==> src/srs_params.svh <==
// Timing counts for the staged reset release sequencer
`ifndef SRS_PARAMS_SVH
`define SRS_PARAMS_SVH

// Power-on extender length, oscillator clock cycles
`define SRS_POR_EXT_CYC 64
// Software and watchdog reset logic hold, oscillator clock cycles
`define SRS_SYNC_GEN_CYC 3
// Clock-generation reset extension, oscillator clock cycles
`define SRS_CLKGEN_CYC 32
// Peripheral reset extension, system clock cycles
`define SRS_PERIP_CYC 32
// Core reset extension, system clock cycles
`define SRS_CORE_CYC 32
// Extender counter width
`define SRS_CNT_W 7
// Width of the elapsed-cycle monitors
`define SRS_MON_W 8

`endif

==> src/srs_pkg.sv <==
// Types for the staged reset release sequencer
`include "srs_params.svh"

package srs_pkg;

   typedef logic [`SRS_MON_W-1:0] srs_mon_t;

   // Gray coded along the release path
   typedef enum logic [2:0] {
      PH_POR = 3'h0,
      PH_HOLD = 3'h1,
      PH_CLKGEN = 3'h3,
      PH_PERIPH = 3'h2,
      PH_CORE = 3'h6,
      PH_RUN = 3'h7
   } srs_phase_e;

   typedef struct packed {
      logic por_meta;
      logic por_sync;
      logic ext_meta;
      logic ext_sync;
      logic sw_flag;
      logic tor_flag;
      logic lor_flag;
      srs_phase_e phase;
      srs_mon_t mon_por;
      srs_mon_t mon_comb;
      srs_mon_t mon_per;
      srs_mon_t mon_core;
   } srs_state_s;

   localparam srs_state_s SRS_STATE_RST = '0;

endpackage : srs_pkg

==> src/srs_rel_ext.sv <==
// Reset extender: releases after a set number of ticks free of hold
`timescale 1ns/100ps

module srs_rel_ext #(
   parameter int CYCLES = 32,
   parameter int W = 7
) (
   input wire logic ref_clk,
   input wire logic resetn,
   input wire logic hold,
   input wire logic tick,
   output logic released
);

   typedef struct packed {
      logic [W-1:0] cnt;
      logic rel;
   } srs_ext_s;

   localparam logic [W-1:0] LAST = W'(CYCLES - 1);

   generate
      if (CYCLES < 1 || CYCLES > (1 << W)) begin : g_bad
         $error("srs_rel_ext: CYCLES does not fit the counter");
      end
   endgenerate

   srs_ext_s s_ff;
   srs_ext_s nxt_s;

   ////////////////////////////////////////////////////////////////////////
   always_comb begin
      nxt_s = s_ff;
      if (hold) begin
         nxt_s = '0;
      end else if (!s_ff.rel && tick) begin
         if (s_ff.cnt == LAST) begin
            nxt_s.rel = 1'b1;
         end else begin
            nxt_s.cnt = s_ff.cnt + 1'b1;
         end
      end
   end

   always_ff @(posedge ref_clk) begin
      if (!resetn) begin
         s_ff <= '0;
      end else begin
         s_ff <= nxt_s;
      end
   end

   assign released = s_ff.rel;
endmodule : srs_rel_ext

==> src/srs_staged_reset.sv <==
// Staged reset release sequencer top
`timescale 1ns/100ps
`include "srs_params.svh"

// Notes on behaviour
// Five sources: two asynchronous, three synchronous
// Software reset comes from control write
// Test circuitry reset by power-on only
// Power-on stretched 64 oscillator cycles
// Combined reset ORs extended, external, watchdog, software
// Control and extenders run after combined release
// Software/watchdog logic held three cycles more
// Clock-generation reset released after 32 cycles
// Clock-generation release aligned to oscillator clock
// Peripheral reset 32 system cycles later
// Core reset 32 system cycles later
// Peripheral extender idle until clock-generation release
// Core extender idle until peripheral release
// Peripheral and core release on clock edge
// Core runs only after core release
// Early stages timed by oscillator clock
// No interrupt requests raised
// Asynchronous sources assert resets at once; counters restart
module srs_staged_reset
   import srs_pkg::*;
#(
   parameter int POR_EXT_CYC = `SRS_POR_EXT_CYC,
   parameter int SYNC_GEN_CYC = `SRS_SYNC_GEN_CYC,
   parameter int CLKGEN_CYC = `SRS_CLKGEN_CYC,
   parameter int PERIP_CYC = `SRS_PERIP_CYC,
   parameter int CORE_CYC = `SRS_CORE_CYC
) (
   input wire logic ref_clk,
   input wire logic resetn,
   input wire logic por_n,
   input wire logic ext_reset_n,
   input wire logic sw_reset_req,
   input wire logic watchdog_timeout_reset,
   input wire logic watchdog_lost_reference_reset,
   input wire logic system_clock_tick,
   output logic ext_por_reset,
   output logic combined_reset,
   output logic sync_logic_reset,
   output logic clock_gen_reset,
   output logic peripheral_reset,
   output logic core_reset,
   output logic jtag_reset,
   output logic core_run,
   output logic [2:0] startup_phase
);

   localparam int MON_MAX = (1 << `SRS_MON_W) - 1;

   generate
      if (POR_EXT_CYC < 1 || POR_EXT_CYC >= MON_MAX ||
          SYNC_GEN_CYC < 1 || SYNC_GEN_CYC >= MON_MAX ||
          CLKGEN_CYC < 1 || CLKGEN_CYC >= MON_MAX ||
          PERIP_CYC < 1 || PERIP_CYC >= MON_MAX ||
          CORE_CYC < 1 || CORE_CYC >= MON_MAX) begin : g_bad
         $error("srs_staged_reset: extension length out of range");
      end
   endgenerate

   srs_state_s s_ff;
   srs_state_s nxt_s;

   logic por_ext_rel;
   logic sync_rel;
   logic clkgen_rel;
   logic peri_rel;
   logic core_rel;
   logic comb_hold;
   logic raw_assert;

   function automatic srs_mon_t mon_step(input srs_mon_t v,
                                         input logic clr,
                                         input logic inc);
      srs_mon_t r;
      r = v;
      if (clr) begin
         r = '0;
      end else if (inc && v != srs_mon_t'(MON_MAX)) begin
         r = v + 1'b1;
      end
      return r;
   endfunction : mon_step

   ////////////////////////////////////////////////////////////////////////
   // Asynchronous sources, immediate assertion path
   assign raw_assert = !por_n || !ext_reset_n;

   // Combined reset from synchronised sources and latched requests
   assign comb_hold = !por_ext_rel || !s_ff.ext_sync || s_ff.sw_flag ||
                      s_ff.tor_flag || s_ff.lor_flag;

   ////////////////////////////////////////////////////////////////////////
   // Power-on extender, oscillator timed
   srs_rel_ext #(
      .CYCLES(POR_EXT_CYC),
      .W(`SRS_CNT_W)
   ) u_por_ext (
      .ref_clk(ref_clk),
      .resetn(resetn),
      .hold(!s_ff.por_sync),
      .tick(1'b1),
      .released(por_ext_rel)
   );

   // Hold for software and watchdog reset logic
   srs_rel_ext #(
      .CYCLES(SYNC_GEN_CYC),
      .W(`SRS_CNT_W)
   ) u_sync_gen (
      .ref_clk(ref_clk),
      .resetn(resetn),
      .hold(comb_hold),
      .tick(1'b1),
      .released(sync_rel)
   );

   // Clock-generation extender; release on an oscillator edge
   srs_rel_ext #(
      .CYCLES(CLKGEN_CYC),
      .W(`SRS_CNT_W)
   ) u_clkgen_ext (
      .ref_clk(ref_clk),
      .resetn(resetn),
      .hold(comb_hold),
      .tick(1'b1),
      .released(clkgen_rel)
   );

   // Peripheral extender counts system clock cycles
   srs_rel_ext #(
      .CYCLES(PERIP_CYC),
      .W(`SRS_CNT_W)
   ) u_perip_ext (
      .ref_clk(ref_clk),
      .resetn(resetn),
      .hold(comb_hold || !clkgen_rel),
      .tick(system_clock_tick),
      .released(peri_rel)
   );

   // Core extender counts system clock cycles
   srs_rel_ext #(
      .CYCLES(CORE_CYC),
      .W(`SRS_CNT_W)
   ) u_core_ext (
      .ref_clk(ref_clk),
      .resetn(resetn),
      .hold(comb_hold || !peri_rel),
      .tick(system_clock_tick),
      .released(core_rel)
   );

   ////////////////////////////////////////////////////////////////////////
   always_comb begin
      nxt_s = s_ff;
      // Pin synchronisers
      nxt_s.por_meta = por_n;
      nxt_s.por_sync = s_ff.por_meta;
      nxt_s.ext_meta = ext_reset_n;
      nxt_s.ext_sync = s_ff.ext_meta;
      // Synchronous sources, live only while their logic is released
      nxt_s.sw_flag = sync_rel && (s_ff.sw_flag || sw_reset_req);
      nxt_s.tor_flag = sync_rel &&
                       (s_ff.tor_flag || watchdog_timeout_reset);
      nxt_s.lor_flag = sync_rel &&
                       (s_ff.lor_flag ||
                        watchdog_lost_reference_reset);
      // Start-up phase tracking
      case (s_ff.phase)
         PH_POR: begin
            if (por_ext_rel) begin
               nxt_s.phase = PH_HOLD;
            end
         end
         PH_HOLD: begin
            if (!por_ext_rel) begin
               nxt_s.phase = PH_POR;
            end else if (!comb_hold) begin
               nxt_s.phase = PH_CLKGEN;
            end
         end
         PH_CLKGEN: begin
            if (comb_hold) begin
               nxt_s.phase = PH_HOLD;
            end else if (clkgen_rel) begin
               nxt_s.phase = PH_PERIPH;
            end
         end
         PH_PERIPH: begin
            if (comb_hold) begin
               nxt_s.phase = PH_HOLD;
            end else if (peri_rel) begin
               nxt_s.phase = PH_CORE;
            end
         end
         PH_CORE: begin
            if (comb_hold) begin
               nxt_s.phase = PH_HOLD;
            end else if (core_rel) begin
               nxt_s.phase = PH_RUN;
            end
         end
         PH_RUN: begin
            if (comb_hold) begin
               nxt_s.phase = PH_HOLD;
            end
         end
         default: begin
            nxt_s.phase = PH_POR;
         end
      endcase
      if (!s_ff.por_sync) begin
         nxt_s.phase = PH_POR;
      end
      // Elapsed-cycle monitors
      nxt_s.mon_por = mon_step(s_ff.mon_por, !s_ff.por_sync, 1'b1);
      nxt_s.mon_comb = mon_step(s_ff.mon_comb, comb_hold, 1'b1);
      nxt_s.mon_per = mon_step(s_ff.mon_per, comb_hold || !clkgen_rel,
                               system_clock_tick);
      nxt_s.mon_core = mon_step(s_ff.mon_core, comb_hold || !peri_rel,
                                system_clock_tick);
   end

   always_ff @(posedge ref_clk) begin
      if (!resetn) begin
         s_ff <= SRS_STATE_RST;
      end else begin
         s_ff <= nxt_s;
      end
   end

   ////////////////////////////////////////////////////////////////////////
   // Outputs; no interrupt output exists
   assign ext_por_reset = !por_n || !por_ext_rel;
   assign combined_reset = raw_assert || comb_hold;
   // Combined reset holds every stage in the same cycle
   assign sync_logic_reset = raw_assert || comb_hold || !sync_rel;
   assign clock_gen_reset = raw_assert || comb_hold || !clkgen_rel;
   assign peripheral_reset = raw_assert || comb_hold || !peri_rel;
   assign core_reset = raw_assert || comb_hold || !core_rel;
   assign jtag_reset = !por_n || !s_ff.por_sync;
   assign core_run = (s_ff.phase == PH_RUN) && !raw_assert &&
                     !comb_hold;
   assign startup_phase = s_ff.phase;
endmodule : srs_staged_reset

==> config.mk <==
export PLATFORM = sky130hd
export DESIGN_NAME = srs_staged_reset
export DESIGN_NICKNAME = d
export VERILOG_FILES = /design/src/srs_pkg.sv /design/src/srs_rel_ext.sv /design/src/srs_staged_reset.sv
export VERILOG_INCLUDE_DIRS = /design/src
export SDC_FILE = /design/constraint.sdc
export NUM_CORES = 1
export LEC_CHECK = 0
export ABC_AREA = 1
export BUFFER_PORTS_ARGS = -buffer_cell sky130_fd_sc_hd__buf_2
export CAP_MARGIN = 20
export CORE_UTILIZATION = 59
export DETAILED_ROUTE_END_ITERATION = 8
export MAX_ROUTING_LAYER = met4
export PLACE_DENSITY = 0.79
export REMOVE_ABC_BUFFERS = 1
export SLEW_MARGIN = 10
export SYNTH_ARGS = -nofsm -noshare
export SYNTH_HDL_FRONTEND = slang
export SYNTH_SLANG_ARGS = --single-unit
==> constraint.sdc <==
create_clock -name ref_clk -period 1.5 [get_ports ref_clk]
set_input_delay 0.075 -clock ref_clk [delete_from_list [all_inputs] [get_ports ref_clk]]
set_output_delay 0.075 -clock ref_clk [all_outputs]
set_load 0.02 [all_outputs]
==> metrics.yaml <==
logic_synthesis:
  synth_top_area_cell: "dfxtp_1"
  synth_cells: 351
  ys_seq_elements: 50
  synth_warnings: 0
  synth_edf_count: 0
  netlist_area_um2: 2460
  ys.flop_type: "dfxtp_1"
  synth_area_per_cell_um2: 7.00
  seq_area_frac_synth: 0.407
  synth_cell_types: 33
  synth-async-reset-ratio: 0
  synth.top_cells.by_area: "dfxtp_1, nand2_1, inv_1"
  synth_top_area_frac: 0.407
die:
  core_um2: 4000
  die_w_um: 66.5
  die-area_um2: 4430
  initial_core_util: 0.614
  io_pins: 19
  die_h_um: 66.5
  num_rows: 23
grt:
  grt_util_all_layers: 0.233
  grt_remaining_overflow: 0
  grt_max_degree: 16
  grt_pass1_wl_mm: 7.68
  antenna_found_initial: 0
  grt_pass1_vias: 1889
timing:
  skew_ns: 0.00519
  drv_slew: 0
  hold_viol: 0
  finalCritPeriodShare: 0.948
  rsz0062_at_grt: "no"
  fmax_mhz: 703
  worstMarginPinSlew_ns: 0.290
  fin_crit_ns: 1.42
  hold_ws_ns: 0.0599
  finalSetupViolCount: 0
  relSlewSlack: 0.804
  setup_tns_ns: 0
clock_tree:
  cts_buffers: 5
  clock-sinks: 50
  clock_latency_ns: 0.30
  cts_root_buffer: "clkbuf_8"
  path_clk_slew_ns: 0.09
  cts_buffer_depth: 2
  cts_tree: "built"
  htree_levels: 2
pwr:
  swShare: 0.201
  intPower_mw: 1.85
  p_comb_frac: 0.024
  leakage_nw: 1.09
  power_frac_clock: 0.399
  power_mw: 2.31
  max-vdd-ir-drop_uv: 609
  p_per_area_nw_per_um2: 826
  power.net_switching_mw: 0.464
  p_seq_frac: 0.577
run_status:
  outcome: "finished, final reports clean"
hold_path:
  hold_path_class: "input pin to flip-flop"
place:
  place_inst: 415
  dp_hpwl_mm: 3.35
  gpl.final_weighted_congestion: 0.903
  portBuffers: 18
layout:
  num_antenna_cells: 0
  regArea_um2: 1010
  layout_common_cells: "nand2_1, inv_1, dfxtp_1"
  drive_gt1_frac: 0.161
  areaGrowthSynthToFinish_pct: 13.8
  multi_input_area_um2: 1230
  fin_util: 0.699
  mostFrequentLayoutCell: "nand2_1"
  final-instance-count-excl-fill: 430
  fill_cells: 339
  finalNetCount: 393
worst_setup_path:
  worst_setup_path_start_kind: "flip-flop"
  worstSetupPathType: "flip-flop to primary output"
  cp_data_arrival_time_ns: 1.35
  worstPathRequired_ns: 1.42
  end_kind: "primary output"
  critPathMaxFanout: 4
route:
  vias: 2204
  drc: 0
  wirelength_mm: 4.63
  vias_per_cell: 5.13
  postRouteAntennaNets: 0
  initialDrtViolationCount: 76
  drtPass1Iterations: 4
  wl_per_cell_um: 10.8
job:
  cap_violations: 0
==> power groups by stage <==
stage | Clock [mW] | Combinational (mW) | Sequential [mW]
finish | 0.922 | 0.0546 | 1.33
global route | 0.993 | 0.0603 | 1.33
CTS | 0.950 | 0.0515 | 1.33
detailed placement | 0 | 0.0429 | 1.37
global placement | 0 | 0.0418 | 1.37
floorplan | 0 | 0.0236 | 1.37
==> flip-flops by register name (all words and copies together) (netlist names) <==
register / flops
u_clkgen_ext.released: 1
u_sync_gen.released: 1
u_perip_ext.s_ff: 7
startup_phase: 3
u_por_ext.s_ff: 7
u_por_ext.released: 1
u_core_ext.released: 1
u_perip_ext.released: 1
nxt_s: 2
u_clkgen_ext.s_ff: 7
u_core_ext.s_ff: 7
u_sync_gen.s_ff: 7
s_ff: 5
==> per-stage QoR <==
stage	setup slack (ns)	cell area (um2)
after floorplan	0.160	2430
after global placement	0.110	2580
after detailed placement	0.0318	2580
after CTS	0.0172	2750
after global routing	0.00187	2800
final	0.0778	2800
==> critical path, cell delays in order, from the launching register on <==
cell	delay [ns]
dfxtp_1	0.33
inv_1	0.05
nand2_1	0.08
nor2_4	0.14
nand3_2	0.11
inv_2	0.11
nand2_1	0.07
buf_2	0.16
==> Yosys cell counts, types with 3 or more instances <==
master / number
buf_4: 3
ha_1: 6
nor2_2: 3
nand2_1: 73
nor3_1: 7
inv_2: 3
inv_1: 55
o21ai_0: 16
nor2_4: 5
nand2_2: 4
nand4_1: 5
dfxtp_1: 50
nor2_1: 40
a21oi_1: 31
o21ai_1: 3
nand3_1: 23
==> cell type report <==
cell class,instances,area share
clock buffer,5,0.0246
inverter,61,0.0837
tap,50,0.0224
timing repair buffer,25,0.0555
multi-input combinational,236,0.439
sequential,50,0.360
clock inverter,3,0.0143
==> final timing paths <==
path	from	endpoint	slack, ns	cells after the start
max	s_ff[37]	sync_logic_reset	0.08	7
min	system_clock_tick	u_core_ext.released	0.06	3
max reg2reg	u_perip_ext.s_ff[1]	u_perip_ext.s_ff[6]	0.11	7
min reg2reg	nxt_s[40]	s_ff[40]	0.43	2
==> repair_timing <==
action,CTS,global route
resized for setup,3,10
pin swaps,1,3
endpoints found under the hold margin,4,1
buffers inserted,1,1
endpoints found under the setup margin,5,17
hold buffers,4,1
==> layer usage <==
metal / track usage / wire length, um / up-vias / part of all wire
li1: - / - / 1172 / -
met4: 0.0878 / 66 / 0 / 0.014
met3: 0.0582 / 144 / 5 / 0.031
met1: 0.278 / 2220 / 995 / 0.48
met5: - / 0 / - / 0
met2: 0.379 / 2200 / 32 / 0.47
==> cell families (layout without fill, tap and decap cells) <==
group / count (synthesis) / after routing / synth area share
flops: 50 / 50 / 0.407
simple gates: 168 / 168 / 0.314
xor+xnor: 4 / 4 / 0.0143
fa+ha+maj: 6 / 6 / 0.0305
compound gates: 58 / 58 / 0.129
buf+inv: 65 / 94 / 0.105
Power figures use the tool's default switching activity.
